<file path="config.mk">
export PLATFORM = sky130hd
export DESIGN_NAME = scs_scheduler
export DESIGN_NICKNAME = d
export VERILOG_FILES = /design/src/scs_pkg.sv /design/src/scs_scheduler.sv
export SDC_FILE = /design/constraint.sdc
export NUM_CORES = 2
export LEC_CHECK = 0
export BUFFER_PORTS_ARGS = -buffer_cell sky130_fd_sc_hd__clkbuf_2
export CAP_MARGIN = 20
export CORE_UTILIZATION = 45
export CTS_BUF_LIST = sky130_fd_sc_hd__clkbuf_16
export DETAILED_ROUTE_END_ITERATION = 8
export REMOVE_ABC_BUFFERS = 1
export SYNTH_ARGS = -nofsm -noshare
export SYNTH_HDL_FRONTEND = slang
export SYNTH_SLANG_ARGS = --single-unit
</file>
<file path="constraint.sdc">
create_clock -name clock -period 12.64 [get_ports clock]
set_input_delay 2.528 -clock clock [delete_from_list [all_inputs] [get_ports clock]]
set_output_delay 2.528 -clock clock [all_outputs]
set_load 0.01 [all_outputs]
</file>
<file path="src/scs_pkg.sv">
package scs_pkg;

  localparam int unsigned CLK_PERIOD_NS = 5;
  localparam int unsigned TICK_NS       = 1000;
  localparam int unsigned TICK_CYCLES   = TICK_NS / CLK_PERIOD_NS;
  localparam logic [7:0]  TICK_LAST     = 8'(TICK_CYCLES - 1);
  localparam int unsigned US_PER_MS     = 1000;
  localparam logic [9:0]  US_LAST       = 10'(US_PER_MS - 1);

  // Service times are kept in microseconds.
  localparam logic [15:0] SVC_MIN_BOARD_US  = 16'h0104;
  localparam logic [15:0] SVC_MIN_SERIAL_US = 16'h00e4;
  localparam logic [15:0] SVC_MAX_US        = 16'he38e;
  localparam logic [15:0] SVC_STOP_US       = 16'h2710;
  localparam logic [6:0]  SVC_DEFAULT_PCT   = 7'h05;
  localparam logic [30:0] PCT_FULL          = 31'h0000_0064;
  localparam logic [7:0]  SVC_EN_ON         = 8'h01;

  localparam logic [7:0]  MON_UNIT_10MS  = 8'h01;
  localparam logic [7:0]  MON_UNIT_100MS = 8'h02;
  localparam logic [7:0]  MON_UNIT_1S    = 8'h03;
  localparam logic [16:0] MON_FIXED_MS   = 17'h00078;
  localparam logic [16:0] MON_MAX_MS     = 17'h182b8;
  localparam logic [16:0] MON_10_MS      = 17'h0000a;
  localparam logic [16:0] MON_100_MS     = 17'h00064;
  localparam logic [16:0] MON_1000_MS    = 17'h003e8;

  localparam int unsigned REFRESH_UNITS = 10;
  localparam int unsigned IRQ_MODE_LSB  = 12;
  localparam logic [3:0]  IRQ_MODE_FAST = 4'h1;

  localparam logic [13:0] IDX_BOARD_A  = 14'h19d6;
  localparam logic [13:0] IDX_RSVD     = 14'h19d7;
  localparam logic [13:0] IDX_SERIAL   = 14'h19d8;
  localparam logic [13:0] IDX_PERIPH   = 14'h19d9;
  localparam logic [13:0] IDX_MONITOR  = 14'h19da;
  localparam logic [13:0] IDX_MIN_CYC  = 14'h19db;
  localparam logic [13:0] IDX_REFRESH  = 14'h19dc;
  localparam logic [13:0] IDX_CTRL     = 14'h19e0;
  localparam logic [13:0] IDX_STATUS   = 14'h19e1;
  localparam logic [13:0] IDX_BUD_A    = 14'h19e2;
  localparam logic [13:0] IDX_BUD_SER  = 14'h19e3;
  localparam logic [13:0] IDX_BUD_PER  = 14'h19e4;
  localparam logic [13:0] IDX_LAST_MS  = 14'h19e5;

  localparam logic [15:0] SETUP_RST    = 16'h0000;
  localparam int unsigned CTRL_RUN_BIT = 0;
  localparam int unsigned STAT_OVR_BIT = 0;

  typedef enum logic [1:0] {
    SCS_STOP = 2'b00,
    SCS_SCAN = 2'b01,
    SCS_PAD  = 2'b11
  } scs_phase_t;

  typedef struct packed {
    logic [15:0] board_a;
    logic [15:0] serial;
    logic [15:0] periph;
  } scs_budget_t;

  typedef struct packed {
    logic [15:0] board_a;
    logic [15:0] serial;
    logic [15:0] periph;
    logic [15:0] monitor;
    logic [15:0] min_cycle;
    logic [15:0] refresh;
  } scs_setup_t;

  typedef struct packed {
    logic        psel;
    logic        penable;
    logic        pwrite;
    logic [15:0] paddr;
    logic [31:0] pwdata;
  } scs_apb_req_t;

  typedef struct packed {
    logic        pready;
    logic        pslverr;
    logic [31:0] prdata;
  } scs_apb_rsp_t;

endpackage : scs_pkg

</file>
<file path="src/scs_scheduler.sv">
`timescale 1ns/1ps
module scs_scheduler
  import scs_pkg::*;
(
  input  wire logic                       clock,
  input  wire logic                       rst_n,
  input  wire scs_apb_req_t               apb_req,
  output scs_apb_rsp_t                    apb_rsp,
  input  wire logic                       scan_done,
  input  wire logic                       core_busy,
  input  wire logic                       irq_req,
  input  wire logic [REFRESH_UNITS-1:0]   unit_remote,
  output logic                            cycle_start,
  output scs_budget_t                     budget,
  output logic [REFRESH_UNITS-1:0]        refresh_enable,
  output logic                            irq_go,
  output logic                            irq_preempt,
  output logic                            overrun,
  output logic                            running
);

  typedef struct packed {
    scs_phase_t                 phase;
    scs_setup_t                 sw;
    scs_setup_t                 lat;
    logic                       run_ctl;
    logic                       run_d;
    logic [7:0]                 tick_cnt;
    logic [9:0]                 us_cnt;
    logic [23:0]                el_us;
    logic [16:0]                el_ms;
    logic [15:0]                last_ms;
    scs_budget_t                bud;
    logic                       ovr;
    logic                       ovr_cyc;
    logic                       start_p;
    logic                       irq_pend;
    logic                       irq_go;
    logic                       irq_pre;
    logic [REFRESH_UNITS-1:0]   refr;
    logic [31:0]                prdata;
    logic                       pslverr;
  } scs_state_t;

  scs_state_t  state_reg;
  scs_state_t  state_next;
  logic [1:0]  rst_sync_reg;
  logic        rst_core_n;

  // Reset is released through two stages so the release is clean to the clock.
  always_ff @(posedge clock or negedge rst_n) begin
    if (!rst_n) begin
      rst_sync_reg <= 2'b00;
    end else begin
      rst_sync_reg <= {rst_sync_reg[0], 1'b1};
    end
  end
  assign rst_core_n = rst_sync_reg[1];

  function automatic logic [6:0] bcd2(input logic [7:0] v);
    return 7'(v[7:4]) * 7'h0a + 7'(v[3:0]);
  endfunction : bcd2

  function automatic logic [13:0] bcd4(input logic [15:0] v);
    return 14'(v[15:12]) * 14'h03e8 + 14'(v[11:8]) * 14'h0064
         + 14'(v[7:4]) * 14'h000a + 14'(v[3:0]);
  endfunction : bcd4

  // The share is taken of the cycle that just ended, so a budget lags by one scan.
  function automatic logic [15:0] svc_time(input logic [15:0] w,
                                           input logic [23:0] cyc,
                                           input logic [15:0] lo);
    logic [6:0]  pct;
    logic [30:0] prod;
    logic [23:0] t;
    pct  = (w[15:8] == SVC_EN_ON) ? bcd2(w[7:0]) : SVC_DEFAULT_PCT;
    prod = 31'(cyc) * 31'(pct);
    t    = 24'(prod / PCT_FULL);
    if (t < 24'(lo)) begin
      t = 24'(lo);
    end else if (t > 24'(SVC_MAX_US)) begin
      t = 24'(SVC_MAX_US);
    end
    return t[15:0];
  endfunction : svc_time

  function automatic logic [16:0] mon_limit(input logic [15:0] w);
    logic [16:0] lim;
    case (w[15:8])
      MON_UNIT_10MS:  lim = 17'(bcd2(w[7:0])) * MON_10_MS;
      MON_UNIT_100MS: lim = 17'(bcd2(w[7:0])) * MON_100_MS;
      MON_UNIT_1S:    lim = 17'(bcd2(w[7:0])) * MON_1000_MS;
      default:        lim = MON_FIXED_MS;
    endcase
    if (lim > MON_MAX_MS) begin
      lim = MON_MAX_MS;
    end
    return lim;
  endfunction : mon_limit

  logic        us_tick;
  logic        ms_tick;
  logic        fast_mode;
  logic        run_start;
  logic        new_cycle;
  logic        min_met;
  logic [13:0] addr_idx;
  logic        addr_hit;
  logic [31:0] rd_val;
  logic        apb_setup;
  logic        apb_write;

  always_comb begin
    state_next = state_reg;
    us_tick    = 1'b0;
    ms_tick    = 1'b0;
    new_cycle  = 1'b0;
    state_next.start_p = 1'b0;
    state_next.irq_go  = 1'b0;
    state_next.irq_pre = 1'b0;
    fast_mode = state_reg.lat.refresh[IRQ_MODE_LSB +: 4] == IRQ_MODE_FAST;
    run_start = state_reg.run_ctl & ~state_reg.run_d;
    min_met   = state_reg.el_ms >= 17'(bcd4(state_reg.lat.min_cycle));
    state_next.run_d = state_reg.run_ctl;

    // Microsecond and millisecond time base.
    if (state_reg.tick_cnt == TICK_LAST) begin
      state_next.tick_cnt = 8'h00;
      us_tick = 1'b1;
    end else begin
      state_next.tick_cnt = state_reg.tick_cnt + 8'h01;
    end
    if (us_tick) begin
      if (state_reg.us_cnt == US_LAST) begin
        state_next.us_cnt = 10'h000;
        ms_tick = 1'b1;
      end else begin
        state_next.us_cnt = state_reg.us_cnt + 10'h001;
      end
    end
    if (us_tick && state_reg.el_us != 24'hff_ffff) begin
      state_next.el_us = state_reg.el_us + 24'h00_0001;
    end
    if (ms_tick && state_reg.el_ms != 17'h1ffff) begin
      state_next.el_ms = state_reg.el_ms + 17'h00001;
    end

    // Register bus decode.
    addr_idx  = apb_req.paddr[15:2];
    apb_setup = apb_req.psel & ~apb_req.penable;
    apb_write = apb_req.psel & apb_req.penable & apb_req.pwrite;
    addr_hit  = apb_req.paddr[1:0] == 2'b00;
    rd_val    = 32'h0000_0000;
    case (addr_idx)
      IDX_BOARD_A: rd_val[15:0] = state_reg.sw.board_a;
      IDX_RSVD:    rd_val[15:0] = 16'h0000;
      IDX_SERIAL:  rd_val[15:0] = state_reg.sw.serial;
      IDX_PERIPH:  rd_val[15:0] = state_reg.sw.periph;
      IDX_MONITOR: rd_val[15:0] = state_reg.sw.monitor;
      IDX_MIN_CYC: rd_val[15:0] = state_reg.sw.min_cycle;
      IDX_REFRESH: rd_val[15:0] = state_reg.sw.refresh;
      IDX_CTRL:    rd_val[0]    = state_reg.run_ctl;
      IDX_STATUS:  rd_val[2:0]  = {fast_mode, state_reg.phase != SCS_STOP, state_reg.ovr};
      IDX_BUD_A:   rd_val[15:0] = state_reg.bud.board_a;
      IDX_BUD_SER: rd_val[15:0] = state_reg.bud.serial;
      IDX_BUD_PER: rd_val[15:0] = state_reg.bud.periph;
      IDX_LAST_MS: rd_val[15:0] = state_reg.last_ms;
      default:     addr_hit     = 1'b0;
    endcase
    if (apb_setup) begin
      state_next.prdata  = apb_req.pwrite ? 32'h0000_0000 : rd_val;
      state_next.pslverr = ~addr_hit;
    end
    if (apb_write && addr_hit) begin
      case (addr_idx)
        IDX_BOARD_A: state_next.sw.board_a   = apb_req.pwdata[15:0];
        IDX_SERIAL:  state_next.sw.serial    = apb_req.pwdata[15:0];
        IDX_PERIPH:  state_next.sw.periph    = apb_req.pwdata[15:0];
        IDX_MONITOR: state_next.sw.monitor   = apb_req.pwdata[15:0];
        IDX_MIN_CYC: state_next.sw.min_cycle = apb_req.pwdata[15:0];
        IDX_REFRESH: state_next.sw.refresh   = apb_req.pwdata[15:0];
        IDX_CTRL:    state_next.run_ctl      = apb_req.pwdata[CTRL_RUN_BIT];
        IDX_STATUS: begin
          if (apb_req.pwdata[STAT_OVR_BIT]) begin
            state_next.ovr = 1'b0;
          end
        end
        default: begin
        end
      endcase
    end

    // Scan sequencing.
    case (state_reg.phase)
      SCS_STOP: begin
        state_next.bud = '{SVC_STOP_US, SVC_STOP_US, SVC_STOP_US};
        if (run_start) begin
          state_next.lat   = state_reg.sw;
          state_next.phase = SCS_SCAN;
          new_cycle = 1'b1;
        end
      end
      SCS_SCAN: begin
        if (!state_reg.run_ctl) begin
          state_next.phase = SCS_STOP;
        end else if (scan_done) begin
          if (min_met) begin
            new_cycle = 1'b1;
          end else begin
            state_next.phase = SCS_PAD;
          end
        end
      end
      SCS_PAD: begin
        if (!state_reg.run_ctl) begin
          state_next.phase = SCS_STOP;
        end else if (min_met) begin
          state_next.phase = SCS_SCAN;
          new_cycle = 1'b1;
        end
      end
      default: begin
        state_next.phase = SCS_STOP;
      end
    endcase

    if (new_cycle) begin
      state_next.start_p = 1'b1;
      state_next.el_us   = 24'h00_0000;
      state_next.el_ms   = 17'h00000;
      state_next.ovr_cyc = 1'b0;
      if (state_reg.phase != SCS_STOP) begin
        state_next.last_ms = (state_reg.el_ms > 17'h0ffff) ? 16'hffff
                                                            : state_reg.el_ms[15:0];
        state_next.bud.board_a = svc_time(state_reg.lat.board_a, state_reg.el_us,
                                          SVC_MIN_BOARD_US);
        state_next.bud.serial  = svc_time(state_reg.lat.serial, state_reg.el_us,
                                          SVC_MIN_SERIAL_US);
        state_next.bud.periph  = svc_time(state_reg.lat.periph, state_reg.el_us,
                                          SVC_MIN_BOARD_US);
      end
    end

    // Overrun is raised once per cycle; it is checked after the clear so a
    // coincident software clear cannot swallow it.
    if (state_reg.phase != SCS_STOP && !new_cycle && !state_reg.ovr_cyc &&
        state_reg.el_ms > mon_limit(state_reg.lat.monitor)) begin
      state_next.ovr     = 1'b1;
      state_next.ovr_cyc = 1'b1;
    end

    // Remote rack units are always refreshed, as are all units in normal mode.
    if (fast_mode) begin
      state_next.refr = ~state_reg.lat.refresh[REFRESH_UNITS-1:0] | unit_remote;
    end else begin
      state_next.refr = '1;
    end

    // Interrupt acceptance.
    if (irq_req || state_reg.irq_pend) begin
      if (fast_mode || !core_busy) begin
        state_next.irq_go   = 1'b1;
        state_next.irq_pre  = core_busy;
        state_next.irq_pend = 1'b0;
      end else begin
        state_next.irq_pend = 1'b1;
      end
    end
  end

  always_ff @(posedge clock or negedge rst_core_n) begin
    if (!rst_core_n) begin
      state_reg <= '0;
    end else begin
      state_reg <= state_next;
    end
  end

  assign apb_rsp.pready  = 1'b1;
  assign apb_rsp.pslverr = state_reg.pslverr;
  assign apb_rsp.prdata  = state_reg.prdata;
  assign cycle_start     = state_reg.start_p;
  assign budget          = state_reg.bud;
  assign refresh_enable  = state_reg.refr;
  assign irq_go          = state_reg.irq_go;
  assign irq_preempt     = state_reg.irq_pre;
  assign overrun         = state_reg.ovr;
  assign running         = state_reg.phase != SCS_STOP;

endmodule : scs_scheduler

</file>
# Word level (Yosys, flattened, before mapping)
# Index checks and enable logic that the tools add are counted.
[word_totals]
register_bits = 370
in_bits = 66
out_inout_bits = 97
word_cells = 190
[op_classes]
addsub = 11
mul = 13
div_mod_pow = 3
n_lt_le_gt_ge = 10
n_eq_ne = 30
n_mux = 49
n_bitwise = 9
n_reduce_logical = 32
[op_table]
columns = ["operator", "count"]
rows = [
  ["14-bit by 13-bit equality test with 1-bit output (second input constant)", 13],
  ["13-bit one-hot mux with 10 select lines", 1],
  ["16-bit two-way mux", 8],
  ["105-bit two-way mux", 1],
  ["31-bit by 7-bit divider with 31-bit output (second input constant)", 3],
  ["24-bit by 7-bit multiplier with 31-bit output", 3],
  ["24-bit by 16-bit > comparator with 1-bit output (second input constant)", 3],
  ["64-bit two-way mux", 1],
  ["17-bit one-hot mux with 3 select lines", 1],
  ["24-bit by 9-bit < comparator with 1-bit output (second input constant)", 2],
  ["48-bit two-way mux", 1],
  ["17-bit two-way mux", 2],
  ["8-bit by 1-bit equality test with 1-bit output (second input constant)", 4],
  ["7-bit by 4-bit adder with 7-bit output", 4],
  ["24-bit by 1-bit adder with 24-bit output (second input constant)", 1],
  ["24-bit by 8-bit < comparator with 1-bit output (second input constant)", 1],
  ["4-bit by 3-bit multiplier with 6-bit output (second input constant)", 4],
  ["24-bit two-way mux", 1],
  ["24-bit != test (second input constant)", 1],
  ["2-bit one-hot mux with 11 select lines", 1],
  ["7-bit two-way mux", 3],
  ["10-bit two-way mux", 2],
  ["2-bit two-way mux", 10],
  ["2-bit AND reduction", 9],
  ["other kinds (42)", 77],
]

# Depth between registers and ports, before layout
[logic_depth]
depth_word = 15
depth_mapped = 92
mapped_depth_nobuf = 76

# Least setup slack after synthesis
# No wires, ideal clock.
[synth_timing]
kind = "reg2reg"
from = "register state_reg[259] (netlist name)"
to = "register state_reg, in the netlist budget[35]"
setup_time_ns = 0.124
arrival_ns = 20.259
required_time_ns = 12.516
setup_slack_ns = -7.743
path_stages_with_launch = 85
n_path_buf = 10
period_less_slack_ns = 20.383
cell_sequence = "dfrtp_1 > ha_1 > ha_1 > fa_1 > xor2_1 > or3_1 > a21oi_1 > clkbuf_1 > nand2_1 > fa_1 > inv_1 > fa_1 > inv_1 > fa_1 > fa_1 > inv_1 > ha_1 > clkbuf_1 > (+49 left out) > and2_1 > o31a_1 > buf_4 > mux2i_1 > a221oi_1 > a211oi_2 > nor2_2 > xnor2_1 > nand2_1 > a31o_2 > a211o_1 > o211ai_2 > a21oi_1 > o21ai_1 > a21oi_2 > o31ai_4 > nor2_2 > a211o_1"
[synth_lines]
columns = ["item", "line", "text"]
rows = [
  ["start, declared", "scs_scheduler.sv:45", "scs_state_t state_reg;"],
  ["start signal, assigned", "scs_scheduler.sv:275", "state_reg <= state_next;"],
]

==> metrics.txt <==
Final #Nets 9248; synthesis-to-layout area growth 35.8%; final hold vios 0; LEAKAGE 36.6 nW; height of the die 356 um; Setup-failing EPs final 47; min Tclk post-route 20.54 ns; Pwr Density 34.7 nW/um^2; post-synthesis adder-cell area fraction 20.5%; WP data arrival 20.94 ns; Via Count 58200; Crit Path Max Fanout 10; asr flop ratio synth 100%; Post-synth top flop dfrtp_1; H-tree Lvls 2; vias per std cell 5.73; Yosys top cell by area dfrtp_1; GRT Overall Usage 28.1%; commonest non-fill, non-tap cell in the layout buf_4; Max Slew Vio Count 0; Max Cap Violations 0; Starting Density 45.4%; failing checks DRC, setup timing; Reg clk slew, reported paths 0.06 ns; Yosys cell types 166; max frequency 0.0487 GHz; Seq/Total Area, Yosys 15.6%; slowest CP cell a2111o_2; first-pass GRT wire length 297000 um; number of flops mapped to enable cells by yosys 0; drt pass-1 iters 9; Synth Area in XOR/XNOR 4.33%; drt initial violations 4078; Worst setup SP type register; initial antenna violation count 4; Slew HR 25.4%; synthesized flop and latch total 352; CTS buffer count 41; area share of the largest cell type after synthesis 15.6%; CTS tree done; Mapped Cells 6815; Post-Place Setup Slack -8.21 ns; Synth Warn # 0; Setup TNS -352.30 ns; antenna-violating nets left 0; vias in the first global route 57500; Final Cell Area 76400 sq um; commonest cells after routing, fill and taps aside buf_4, nand2_1, inv_1; Max rail drop VDD 0.0849 mV; Tcrit/Tclk final 162%; run status complete, but fails checks; DP Wirelength 145000 um; CTS sink cnt 352; Detailed Route WL 184000 um; Mapped Area 56300 sq um; Die ar. 127000 sq um; Worst Path Required 13.04 ns; Max stage delay on crit path 0.57 ns; largest net degree at the start of global routing 77; Avg WL per Cell 18.1 um; CP Capture Type register; Worst-Margin Slew 1.12 ns; Cell Rows 129; CP dominant cell by count buf_4; Core Footprint 124000 sq um; Simple-Gate Fraction of Synth Area 19.8%; RSZ-0062 raised after global routing yes; DRC Markers 32; gp weighted congestion 0.942; die width 356 um; Port-buffer cells 129; Clock Tree Root clkbuf_16; number of flip-flops under the largest register name 270; WS Path Type reg2reg; layout cell share with drive strength beyond 1 36.4%; remaining global-route overflow 0; deepest clock path buffer count 3; main combinational cell family by area after synthesis compound AO/OA/AOI/OAI gates; Area contributors post-synth dfrtp_1, fa_1, ha_1, nand2_1, mux2_2; Core Util, Final 61.7%; Synth Area in Compound Gates 25.4%; syn avg cell area 8.26 sq um; clock latency on the worst-skew pair 0.57 ns; worst hold path class reg2reg; IO Count 163; flop-to-flop setup slack -7.90 ns; Crit path buffers/inverters 14; dpl cell area 70100 sq um; delay-heaviest family, CP compound AO/OA/AOI/OAI gates; Setup WS post-layout -7.90 ns; Worst Clk Skew 0.0261 ns; post-synthesis mux area share 6.12%
worst reg2reg max path, delay by kind of cell (launching register included):
family	cells	cell delay, ns
AO/OA/AOI/OAI	50	10.91
XOR/XNOR	1	0.15
adder cells (fa/ha/maj)	8	3.45
buffers and inverters	14	2.23
flip-flops	1	0.38
multiplexers	2	0.69
AND/OR/NAND/NOR	10	2.57
cells in the mapped netlist, types with 24 or more instances:
| library cell | instances |
|---|---|
| nand2_1 | 710 |
| inv_1 | 615 |
| nor2_1 | 447 |
| fa_1 | 373 |
| a21oi_1 | 352 |
| dfrtp_1 | 352 |
| ha_1 | 319 |
| o21ai_0 | 277 |
| and2_1 | 272 |
| mux2_2 | 220 |
| clkbuf_1 | 186 |
| nand3_1 | 169 |
| xnor2_1 | 165 |
| nor3_1 | 155 |
| buf_4 | 138 |
| a21o_1 | 121 |
| o211ai_1 | 105 |
| xor2_1 | 102 |
| o21ai_1 | 74 |
| a211oi_1 | 72 |
| o21a_1 | 71 |
| a31oi_1 | 69 |
| nand4_1 | 68 |
| and3_1 | 65 |
| buf_2 | 62 |
| or3_1 | 51 |
| mux2i_1 | 50 |
| a211o_1 | 47 |
| nor4_1 | 45 |
| a22oi_1 | 44 |
| o31ai_1 | 43 |
| o22ai_1 | 40 |
| o21bai_1 | 39 |
| o211a_1 | 38 |
| nand2b_1 | 35 |
| nor2b_1 | 31 |
| or2_2 | 24 |
power by group:
| group | total (mW) | switching [mW] | internal [mW] |
|---|---|---|---|
| Sequential | 1.13 | 0.00453 | 1.13 |
| Combinational | 0.328 | 0.176 | 0.152 |
| Clock | 1.19 | 0.510 | 0.685 |
| Total | 2.66 | 0.691 | 1.96 |
final timing paths:
path                                 start           endpoint  cells after the start
setup / recovery            state_reg[259]         budget[42]                     85
hold / removal             rst_sync_reg[0]    rst_sync_reg[1]                      0
setup reg to reg            state_reg[259]         budget[42]                     85
hold reg to reg            rst_sync_reg[0]    rst_sync_reg[1]                      0
max in group asynchronous  rst_sync_reg[1]     state_reg[153]                      3
min in group asynchronous  rst_sync_reg[1]  refresh_enable[8]                      0
metrics by stage:
| stage | std cells | hold slack, ns | power [mW] |
|---|---|---|---|
| detailed placement | 9924 | 0.346 | 1.43 |
| CTS | 10100 | 0.359 | 2.64 |
| finish | 10200 | 0.354 | 2.66 |
| floorplan | 6414 | 0.331 | 1.30 |
| global route | 10200 | 0.365 | 2.74 |
| global placement | 9924 | 0.335 | 1.43 |
repair_timing:
item | in CTS | in global routing
buffers inserted | 93 | 63
setup endpoints to repair | 48 | 48
endpoints found under the hold margin | 0 | 0
pin swaps | 180 | 131
gates resized for setup | 388 | 357
gates cloned | 4 | 2
hold buffers | 0 | 0
kinds of logic after synthesis:
kind of cell	after synthesis
flip-flops	352
AND/OR/NAND/NOR	2241
XOR/XNOR	273
adder cells (fa/ha/maj)	700
multiplexers	295
AO/OA/AOI/OAI	1914
buffers and inverters	1038
other	2
layout make-up:
class | instances | area (sq um)
Sequential cell | 352 | 8810
Clock buffer | 41 | 1030
Tap cell | 1637 | 2050
Fill cell | 10700 | 47500
Timing Repair Buffer | 2032 | 15300
Multi-Input combinational cell | 5442 | 46500
Inverter | 621 | 2330
Antenna cell | 2 | 5.00
Clock inverter | 35 | 333
layer usage:
layer,part of all wire [%],global-route usage (%),vias to the layer above,wire length [um]
met3,4.4,2.17,323,8040
met1,44,38.1,28600,81600
met2,48,47.5,1580,88000
met4,3.4,8.93,0,6300
met5,0,0,-,0
li1,-,-,27700,-
Power figures use the tool's default switching activity.
